$ cat src/pmc_regs.svh
// Register map, field positions, reset values and timing constants of the power and clock control
`ifndef PMC_REGS_SVH
`define PMC_REGS_SVH

// Register offsets
`define PMC_ADDR_POWER_CONTROL   8'h87
`define PMC_ADDR_CLOCK_DIVIDER   8'hc7
`define PMC_ADDR_CLKO_WAKE       8'h8f

// Power control fields
`define PMC_PC_BAUD_DOUBLE       7
`define PMC_PC_FRAME_ERR_SEL     6
`define PMC_PC_LOW_VOLT          5
`define PMC_PC_POWER_ON          4
`define PMC_PC_GEN_ONE           3
`define PMC_PC_GEN_ZERO          2
`define PMC_PC_POWER_DOWN        1
`define PMC_PC_IDLE              0

// Clock-out and wake control fields
`define PMC_CW_CAPTURE_WAKE      7
`define PMC_CW_RXD_WAKE          6
`define PMC_CW_T1_WAKE           5
`define PMC_CW_T0_WAKE           4
`define PMC_CW_T1_CLKO           1
`define PMC_CW_T0_CLKO           0
`define PMC_CW_WRITE_MASK        8'hf3

// Clock divider field width and mask
`define PMC_DIV_MASK             8'h07
`define PMC_DIV_MAX              8'h7f

// Reset values
`define PMC_RST_POWER_CONTROL    8'h00
`define PMC_RST_CLOCK_DIVIDER    8'h00
`define PMC_RST_CLKO_WAKE        8'h00
`define PMC_RST_ZERO8            8'h00

// Reset pulse needed to leave idle, in oscillator periods
`define PMC_IDLE_RESET_PERIODS   24

`endif

$ cat src/pmc_pkg.sv
// Types shared by the power and clock control block
`default_nettype none
package pmc_pkg;
	// Power state of the core
	typedef enum logic [1:0] {
		PMC_RUN,
		PMC_IDLE,
		PMC_POWER_DOWN
	} pmc_state_t;
endpackage
`default_nettype wire

$ cat src/pmc_clk_div.sv
// System clock divider producing a one-cycle enable at 2 to the power of the code
`timescale 1ns/1ps
`default_nettype none
`include "pmc_regs.svh"
module pmc_clk_div (
	// Clock and reset
	input  wire logic       i_clk,
	input  wire logic       i_rst,
	// Divide code
	input  wire logic [2:0] i_code,
	// Divided enable
	output logic            o_tick
);
	logic [6:0] cnt_q;   // Free running prescaler
	logic [6:0] cnt_d;
	logic [6:0] limit;   // Terminal count for the code
	logic       wrap;

	// Ratio is 2**code, so terminal count is 2**code minus one
	assign limit = 7'((8'h01 << i_code) - 8'h01);
	// A code change lowers the limit; >= stops a runaway wrap
	assign wrap  = (cnt_q >= limit);
	assign cnt_d = wrap ? 7'h00 : 7'(cnt_q + 7'h01);

	// Prescaler counter
	always_ff @(posedge i_clk) begin
		if (i_rst) begin
			cnt_q  <= 7'h00;
			o_tick <= 1'b0;
		end else begin
			cnt_q  <= cnt_d;
			o_tick <= wrap;
		end
	end
endmodule
`default_nettype wire

$ cat src/pmc_power_clock_ctrl.sv
// Power mode control, slow-down divider and timer clock outputs
//
// Decided for this implementation: the strobed register port.
`timescale 1ns/1ps
`default_nettype none
`include "pmc_regs.svh"
module pmc_power_clock_ctrl (
	// Clock and reset
	input  wire logic       I_CLK,
	input  wire logic       I_RST,
	// Register port
	input  wire logic [7:0] I_ADDR,
	input  wire logic [7:0] I_WDATA,
	input  wire logic       I_WR,
	input  wire logic       I_RD,
	output logic      [7:0] O_RDATA,
	// Timer status from the timer cores
	input  wire logic       I_T0_OVERFLOW,
	input  wire logic       I_T1_OVERFLOW,
	// Enabled interrupt request and interrupt sources
	input  wire logic       I_IRQ_PENDING,
	input  wire logic       I_T0_IRQ,
	input  wire logic       I_T1_IRQ,
	input  wire logic       I_UART_IRQ,
	// Pins and analog status, asynchronous
	input  wire logic       I_LOW_VOLTAGE,
	input  wire logic       I_POWER_CYCLED,
	input  wire logic [8:0] I_WAKE_PINS,
	input  wire logic       I_CAPTURE_IDLE_RUN,
	// Clock-out port latches
	output logic            O_CLKOUT0,
	output logic            O_CLKOUT1,
	// Clock gating and power state
	output logic            O_SYS_TICK,
	output logic            O_CPU_CLK_EN,
	output logic            O_PERIPH_CLK_EN,
	output logic            O_CAPTURE_CLK_EN,
	output logic            O_OSC_STOP,
	// Serial configuration
	output logic            O_BAUD_DOUBLE,
	output logic            O_FRAME_ERR_SEL
);
	// Register state
	logic [7:0] power_control_q;      // Flags and mode bits
	logic [7:0] clock_divider_q;      // Divide code in low bits
	logic [7:0] clko_wake_q;          // Clock-out and wake enables
	pmc_pkg::pmc_state_t state_q;     // Power state
	pmc_pkg::pmc_state_t state_d;
	logic       clko0_q;              // Clock-out latches
	logic       clko1_q;
	logic [7:0] rdata_d;

	// Two-stage synchronisers for asynchronous inputs
	logic [8:0] wake_s1_q;
	logic [8:0] wake_s2_q;
	logic       lv_s1_q;
	logic       lv_s2_q;
	logic       pc_s1_q;
	logic       pc_s2_q;
	logic       cap_s1_q;
	logic       cap_s2_q;
	logic [8:0] wake_prev_q;          // For activity detection

	// Address decode
	wire wr_pc  = I_WR && (I_ADDR == `PMC_ADDR_POWER_CONTROL);
	wire wr_div = I_WR && (I_ADDR == `PMC_ADDR_CLOCK_DIVIDER);
	wire wr_cw  = I_WR && (I_ADDR == `PMC_ADDR_CLKO_WAKE);

	// Slow-down tick from the divider
	logic div_tick;
	pmc_clk_div u_div (
		.i_clk  (I_CLK),
		.i_rst  (I_RST),
		.i_code (clock_divider_q[2:0]),
		.o_tick (div_tick)
	);

	// Pin activity: any edge on a synchronised wake pin
	wire pin_activity = |(wake_s2_q ^ wake_prev_q);
	// Interrupt sources that end idle
	wire idle_wake = I_IRQ_PENDING | I_T0_IRQ | I_T1_IRQ | I_UART_IRQ;
	// Hardware events setting flags
	wire lv_event = lv_s2_q;
	wire pc_event = pc_s2_q;
	// Mode requests from a power control write
	wire req_pd   = wr_pc && I_WDATA[`PMC_PC_POWER_DOWN];
	wire req_idle = wr_pc && I_WDATA[`PMC_PC_IDLE] && !req_pd;

	// Next power state
	always_comb begin
		state_d = state_q;
		case (state_q)
			// Running: a power control write may pick a low-power mode
			pmc_pkg::PMC_RUN: begin
				if (req_pd) begin
					state_d = pmc_pkg::PMC_POWER_DOWN;
				end else if (req_idle) begin
					state_d = pmc_pkg::PMC_IDLE;
				end
			end
			// Idle: any enabled interrupt or pin activity resumes the CPU
			pmc_pkg::PMC_IDLE: begin
				if (idle_wake || pin_activity) begin
					state_d = pmc_pkg::PMC_RUN;
				end
			end
			// Power-down: only pin activity restarts the clocks
			pmc_pkg::PMC_POWER_DOWN: begin
				if (pin_activity) begin
					state_d = pmc_pkg::PMC_RUN;
				end
			end
			// Unused encoding falls back to running
			default: begin
				state_d = pmc_pkg::PMC_RUN;
			end
		endcase
	end

	// Next power control value; hardware set beats software clear
	logic [7:0] pc_d;
	always_comb begin
		pc_d = power_control_q;
		// Software write first; the hardware sets below override it
		if (wr_pc) begin
			pc_d = I_WDATA;
		end
		if (lv_event) begin
			pc_d[`PMC_PC_LOW_VOLT] = 1'b1;
		end
		if (pc_event) begin
			pc_d[`PMC_PC_POWER_ON] = 1'b1;
		end
		// Mode bits mirror the state; a wake clears them by hardware
		pc_d[`PMC_PC_POWER_DOWN] = (state_d == pmc_pkg::PMC_POWER_DOWN);
		pc_d[`PMC_PC_IDLE]       = (state_d == pmc_pkg::PMC_IDLE);
	end

	// Reset image; the power-on flag rides through reset and may still be set
	logic [7:0] pc_rst;
	always_comb begin
		pc_rst                   = `PMC_RST_POWER_CONTROL;
		pc_rst[`PMC_PC_POWER_ON] = power_control_q[`PMC_PC_POWER_ON] | pc_event;
	end

	// Read mux; unmapped addresses read as zero
	always_comb begin
		case (I_ADDR)
			`PMC_ADDR_POWER_CONTROL: rdata_d = power_control_q;
			`PMC_ADDR_CLOCK_DIVIDER: rdata_d = clock_divider_q & `PMC_DIV_MASK;
			`PMC_ADDR_CLKO_WAKE:     rdata_d = clko_wake_q;
			default:                 rdata_d = `PMC_RST_ZERO8;
		endcase
	end

	// Synchronisers; first stage feeds only the second
	always_ff @(posedge I_CLK) begin
		wake_s1_q <= I_WAKE_PINS;
		wake_s2_q <= wake_s1_q;
		lv_s1_q   <= I_LOW_VOLTAGE;
		lv_s2_q   <= lv_s1_q;
		pc_s1_q   <= I_POWER_CYCLED;
		pc_s2_q   <= pc_s1_q;
		cap_s1_q  <= I_CAPTURE_IDLE_RUN;
		cap_s2_q  <= cap_s1_q;
	end

	// Previous synchronised pin levels; no reset, so a pin that idles
	// high is not taken for an edge in the first cycle after reset
	always_ff @(posedge I_CLK) begin
		wake_prev_q <= wake_s2_q;
	end

	// Registers and power state; the power-on flag survives reset
	// so software can tell a power cycle from other resets
	always_ff @(posedge I_CLK) begin
		if (I_RST) begin
			power_control_q <= pc_rst;
			clock_divider_q <= `PMC_RST_CLOCK_DIVIDER;
			clko_wake_q     <= `PMC_RST_CLKO_WAKE;
			state_q         <= pmc_pkg::PMC_RUN;
		end else begin
			power_control_q <= pc_d;
			state_q         <= state_d;
			if (wr_div) begin
				clock_divider_q <= I_WDATA & `PMC_DIV_MASK;
			end
			if (wr_cw) begin
				clko_wake_q <= I_WDATA & `PMC_CW_WRITE_MASK;
			end
		end
	end

	// Clock-out latches toggle per overflow; overflow pulses already
	// carry the timer-mode, speed and reload dividing
	always_ff @(posedge I_CLK) begin
		if (I_RST) begin
			clko0_q <= 1'b0;
			clko1_q <= 1'b0;
		end else begin
			if (clko_wake_q[`PMC_CW_T0_CLKO] && I_T0_OVERFLOW) begin
				clko0_q <= !clko0_q;
			end
			if (clko_wake_q[`PMC_CW_T1_CLKO] && I_T1_OVERFLOW) begin
				clko1_q <= !clko1_q;
			end
		end
	end

	// Output flops
	always_ff @(posedge I_CLK) begin
		if (I_RST) begin
			O_RDATA          <= `PMC_RST_ZERO8;
			O_SYS_TICK       <= 1'b0;
			O_CPU_CLK_EN     <= 1'b0;
			O_PERIPH_CLK_EN  <= 1'b0;
			O_CAPTURE_CLK_EN <= 1'b0;
			O_OSC_STOP       <= 1'b0;
			O_CLKOUT0        <= 1'b0;
			O_CLKOUT1        <= 1'b0;
			O_BAUD_DOUBLE    <= 1'b0;
			O_FRAME_ERR_SEL  <= 1'b0;
		end else begin
			O_RDATA          <= I_RD ? rdata_d : `PMC_RST_ZERO8;
			O_SYS_TICK       <= div_tick && (state_d != pmc_pkg::PMC_POWER_DOWN);
			// CPU stops in idle; its state and port latches simply hold
			O_CPU_CLK_EN     <= div_tick && (state_d == pmc_pkg::PMC_RUN);
			O_PERIPH_CLK_EN  <= div_tick && (state_d != pmc_pkg::PMC_POWER_DOWN);
			O_CAPTURE_CLK_EN <= div_tick && ((state_d == pmc_pkg::PMC_RUN) ||
				((state_d == pmc_pkg::PMC_IDLE) && cap_s2_q));
			O_OSC_STOP       <= (state_d == pmc_pkg::PMC_POWER_DOWN);
			O_CLKOUT0        <= clko0_q;
			O_CLKOUT1        <= clko1_q;
			O_BAUD_DOUBLE    <= pc_d[`PMC_PC_BAUD_DOUBLE];
			O_FRAME_ERR_SEL  <= pc_d[`PMC_PC_FRAME_ERR_SEL];
		end
	end
endmodule
`default_nettype wire

$ cat config.mk
export PLATFORM = sky130hd
export DESIGN_NAME = pmc_power_clock_ctrl
export DESIGN_NICKNAME = d
export VERILOG_FILES = /design/src/pmc_pkg.sv /design/src/pmc_clk_div.sv /design/src/pmc_power_clock_ctrl.sv
export VERILOG_INCLUDE_DIRS = /design/src
export SDC_FILE = /design/constraint.sdc
export NUM_CORES = 1
export LEC_CHECK = 0
export ABC_CLOCK_PERIOD_IN_PS = 2300
export CORE_UTILIZATION = 50
export CTS_BUF_LIST = sky130_fd_sc_hd__clkbuf_4
export CTS_CLUSTER_DIAMETER = 50
export CTS_CLUSTER_SIZE = 16
export DETAILED_ROUTE_END_ITERATION = 8
export DONT_BUFFER_PORTS = 1
export PLACE_DENSITY = 0.68
export RECOVER_POWER = 25
export SYNTH_ARGS = -nofsm -noshare
export SYNTH_HDL_FRONTEND = slang
export SYNTH_SLANG_ARGS = --single-unit
$ cat constraint.sdc
create_clock -name I_CLK -period 2.3 [get_ports I_CLK]
set_input_delay 0.345 -clock I_CLK [delete_from_list [all_inputs] [get_ports I_CLK]]
set_output_delay 0.345 -clock I_CLK [all_outputs]
set_load 0.02 [all_outputs]
==> summary.txt <==
Power
  • Power per cell area: 676.4 nW/um2
  • Largest voltage drop on the vdd net: 474.5 uV
  • Leak: approximately 1.3 nW

Yosys
  • Netlist cell types: 38
  • Area share of the leading cell type in the synthesized netlist: 55.80%
  • Share of flip-flops with an asynchronous set or reset after synthesis: 0%
  • Mux share of post-synthesis cell area: 6.032%
  • Post-synthesis simple-gate area fraction: 17.44%
  • Predominant post-synthesis flop cell: sky130_fd_sc_hd__dfxtp_1
  • Sequential-to-total area share from yosys stat: 56.93%
  • Flops & latches, synth: 75
  • Number of enable flip-flop cells after synthesis: 1
  • Post-Syn Area: approximately 2700 um2
  • Yosys synthesis warning count: 0
  • Post-synthesis compound-gate area fraction: 5.655%
  • Cell type with the highest aggregate area in the netlist: sky130_fd_sc_hd__dfxtp_1
  • Mean post-synth cell area: about 11 um2
  • Gate count after technology mapping: 250
  • Synth top area cells: sky130_fd_sc_hd__dfxtp_1, sky130_fd_sc_hd__mux2i_1, sky130_fd_sc_hd__ha_1, sky130_fd_sc_hd__nor2_1, sky130_fd_sc_hd__xnor2_1
  • Xor and xnor fraction of the mapped netlist area: 5.938%
  • Post-Synthesis Net Count: 297
  • Arithmetic-cell share of the synthesized area counting full adders, half adders and majority gates: roughly 4.2%
  • Main combinational cell family by area after synthesis: simple AND/OR/NAND/NOR gates

Global routing
  • Gr ovfl total: 0
  • Global-route wire length before repair: 7279 um
  • Vias in the first global route: between 1500 and 2000
  • Pin count of the biggest net entering global routing: 36
  • Total track usage: 17.60%
  • Number of antenna violations at the first check in global routing: 0

Min path
  • Cell depth of the worst hold path: 1
  • Path category of the worst min-delay check: in2reg
  • Startpoint of the worst hold path: I_RST

Timing
  • Minimum hold slack: 0.02062 ns
  • Clock period minus worst slack: approximately 2.2 ns
  • FMAX: 447.1 MHz
  • Count of pins over their slew limit: 0
  • Setup repair after global routing missed its margin: yes
  • Final worst path period share: 97.25%
  • Fin Setup TNS: 0 ns
  • Final Hold Viols: 0
  • Slew at the pin with the worst max-slew slack: 0.4093 ns
  • Slew headroom: 72.46%
  • Setup violations, final: 0
  • Max Clock Skew: 0.008327 ns

Run status
  • Result of the run: finished clean

Clocking
  • Clock-pin slew on the worst setup and hold paths: 0.12 ns
  • Number of CTS-inserted buffers: 9
  • CTS Sinks: 75
  • Worst-Skew Late Latency: 0.40 ns
  • Clock tree from TritonCTS: built
  • Deepest level of the CTS H-tree: 3
  • Largest buffer count on any clock path: 2
  • Clock root buffer: sky130_fd_sc_hd__clkbuf_4
  • CTS Hold Bufs: 35

Cells and area
  • Area overhead of the layout relative to synthesis: 24.18%
  • Layout cells sized above 1: 13.61%
  • ANT cells: 0
  • Final layout net count: about 340

Detailed routing
  • Routed WL: 4721 um
  • Post-detailed-route via-to-cell ratio: 5.016
  • Vias: 1826
  • DRT iter0 DRCs: 80
  • Remaining antenna violation count: 0
  • Post-detailed-route wirelength per cell: roughly 13 um
  • Number of iterations in the first detailed-routing pass: 4
  • Residual DRC count: 0

Job
  • Max-cap violations: 0

Placement
  • Input/output buffers: 0
  • Final weighted congestion in routability-driven placement: 0.7607
  • Half-perimeter wire length of the detailed placement result: 3017 um

Critical path
  • Critical Path End Type: register
  • Worst reg-to-reg setup slack: 0.06 ns
  • Endpoint of the worst setup timing path: u_div.o_tick
  • Critical path startpoint category: register
  • Classification of the worst setup path: reg2reg
  • Worst endpoint required time: 2.64 ns
  • Critical path arrival: 2.58 ns
  • Biggest fanout along the worst timing path: 8
  • Depth of the most critical reg-to-reg path: 9
  • Critical register-to-register path startpoint: clock_divider_q[1]
  • Crit path from: clock_divider_q[1]
  • Critical R2R Capture: u_div.o_tick

Floorplan
  • Core box area: between 5000 and 6000 um2
  • Number of primary I/O pins: 55
  • Initial core utilization: roughly half
  • Die boundary height: 74.87 um
  • Die Outline Area: 5606 um2
  • Die width: 74.87 um
  • Number of placement rows: 26
==> metal layers <==
metal / GRT usage [%] / share of wire (%) / wire (um)
met1: 21.24 / 46 / 2175
met3: 5.756 / 6.4 / 303
met5: 0 / 0 / 0
met2: 28.53 / 46 / 2171
met4: 8.176 / 1.5 / 70
==> what timing repair did <==
| item | CTS | global route |
|---|---|---|
| hold endpoints to repair | 44 | 7 |
| gates resized for setup | 5 | 7 |
| pin swaps | 5 | 5 |
| setup endpoints to repair | 8 | 8 |
| buffers inserted | 2 | 0 |
==> logic make-up (layout without fill, tap and decap cells) <==
group	Yosys count	after routing
XOR/XNOR	18	18
flip-flops	75	75
AND/OR/NAND/NOR	90	90
adder cells (fa/ha/maj)	9	9
AO/OA/AOI/OAI	24	24
buffers and inverters	18	62
multiplexers	16	16
==> cells in the mapped netlist (2+ instances only) <==
master,instances
sky130_fd_sc_hd__inv_1,3
sky130_fd_sc_hd__and3_1,3
sky130_fd_sc_hd__xnor2_1,12
sky130_fd_sc_hd__o21a_1,2
sky130_fd_sc_hd__clkbuf_1,8
sky130_fd_sc_hd__xor2_1,6
sky130_fd_sc_hd__nand2b_1,4
sky130_fd_sc_hd__buf_4,2
sky130_fd_sc_hd__nor3_1,10
sky130_fd_sc_hd__nor2_1,28
sky130_fd_sc_hd__nand3_1,9
sky130_fd_sc_hd__nand4_1,2
sky130_fd_sc_hd__nor3b_1,2
sky130_fd_sc_hd__nand2_1,17
sky130_fd_sc_hd__mux2i_1,16
sky130_fd_sc_hd__a21oi_1,13
sky130_fd_sc_hd__ha_1,9
sky130_fd_sc_hd__dfxtp_1,74
sky130_fd_sc_hd__nor2b_1,7
sky130_fd_sc_hd__nor4_1,2
sky130_fd_sc_hd__buf_6,3
sky130_fd_sc_hd__buf_2,2
==> worst max-delay path, cell delays in order, from the launching register on <==
cell and delay, ns:
sky130_fd_sc_hd__dfxtp_4 0.39, sky130_fd_sc_hd__or3_4 0.36, sky130_fd_sc_hd__ha_4 0.20, sky130_fd_sc_hd__nor3_2 0.09
sky130_fd_sc_hd__a21oi_1 0.05, sky130_fd_sc_hd__o21a_1 0.20, sky130_fd_sc_hd__ha_4 0.28, sky130_fd_sc_hd__nand4_1 0.14
sky130_fd_sc_hd__o221ai_4 0.31, sky130_fd_sc_hd__nor2b_1 0.17
==> area by class of cell <==
cell class / instances / area (um2)
fillers: 443 / 1810
repair buffers: 43 / 410.4
clock inverters: 7 / 73.82
inverters: 3 / 11.26
flip-flops and latches: 75 / 1515
well taps: 70 / 87.58
clock buffers: 9 / 67.56
multi-input cells: 157 / 1131
==> metrics by stage <==
step | power, mW | utilization [%] | std cells | setup slack (ns) | instance area [um2]
finish | 2.230 | 64.55 | 364 | 0.06318 | 3297
global route | 2.325 | 64.55 | 364 | -0.06958 | 3297
CTS | 2.264 | 63.69 | 364 | -0.02882 | 3253
detailed placement | 1.440 | 53.21 | 311 | 0.03083 | 2718
global placement | 1.437 | 53.21 | 311 | 0.09100 | 2718
floorplan | 1.446 | - | 250 | -0.007108 | 2695
==> cells in the final DEF, fill, tap and decap left out, types with 3 or more instances in the layout <==
cell type and count:
sky130_fd_sc_hd__nor2_1 27, sky130_fd_sc_hd__a21oi_2 5, sky130_fd_sc_hd__ha_4 3, sky130_fd_sc_hd__inv_1 3
sky130_fd_sc_hd__xor2_1 6, sky130_fd_sc_hd__dlygate4sd3_1 35, sky130_fd_sc_hd__a21oi_1 9, sky130_fd_sc_hd__nand2b_1 4
sky130_fd_sc_hd__nand3_1 9, sky130_fd_sc_hd__dfxtp_1 73, sky130_fd_sc_hd__and3_1 3, sky130_fd_sc_hd__mux2i_1 16
sky130_fd_sc_hd__inv_6 3, sky130_fd_sc_hd__xnor2_1 12, sky130_fd_sc_hd__nor3_1 9, sky130_fd_sc_hd__ha_1 6
sky130_fd_sc_hd__clkbuf_4 9, sky130_fd_sc_hd__nor2b_1 7, sky130_fd_sc_hd__nand2_1 17, sky130_fd_sc_hd__buf_4 8
==> report_power, final <==
| group | switching (mW) | internal (mW) | leakage [nW] |
|---|---|---|---|
| registers | 0.0200 | 1.34 | 0.620 |
| clock network | 0.462 | 0.339 | 0.0771 |
| logic | 0.0250 | 0.0451 | 0.609 |
==> registers in the layout, indices dropped and copies added (netlist names), 2 cells and up <==
register         flops
wake_prev_q          9
wake_s1_q            9
wake_s2_q            9
O_RDATA              8
power_control_q      8
u_div.cnt_q          7
clko_wake_q          6
clock_divider_q      3
state_q              2
==> worst min path at each step <==
| stage | to | slack, ns |
|---|---|---|
| after detailed placement | wake_s2_q[6] | 0.31 |
| after CTS | u_div.cnt_q[1] | -0.02 |
| after global placement | wake_s2_q[7] | 0.31 |
| after floorplan | cap_s2_q | 0.31 |
| final | u_div.o_tick | 0.02 |
| after global routing | u_div.cnt_q[3] | -0.03 |
Power figures use the tool's default switching activity.
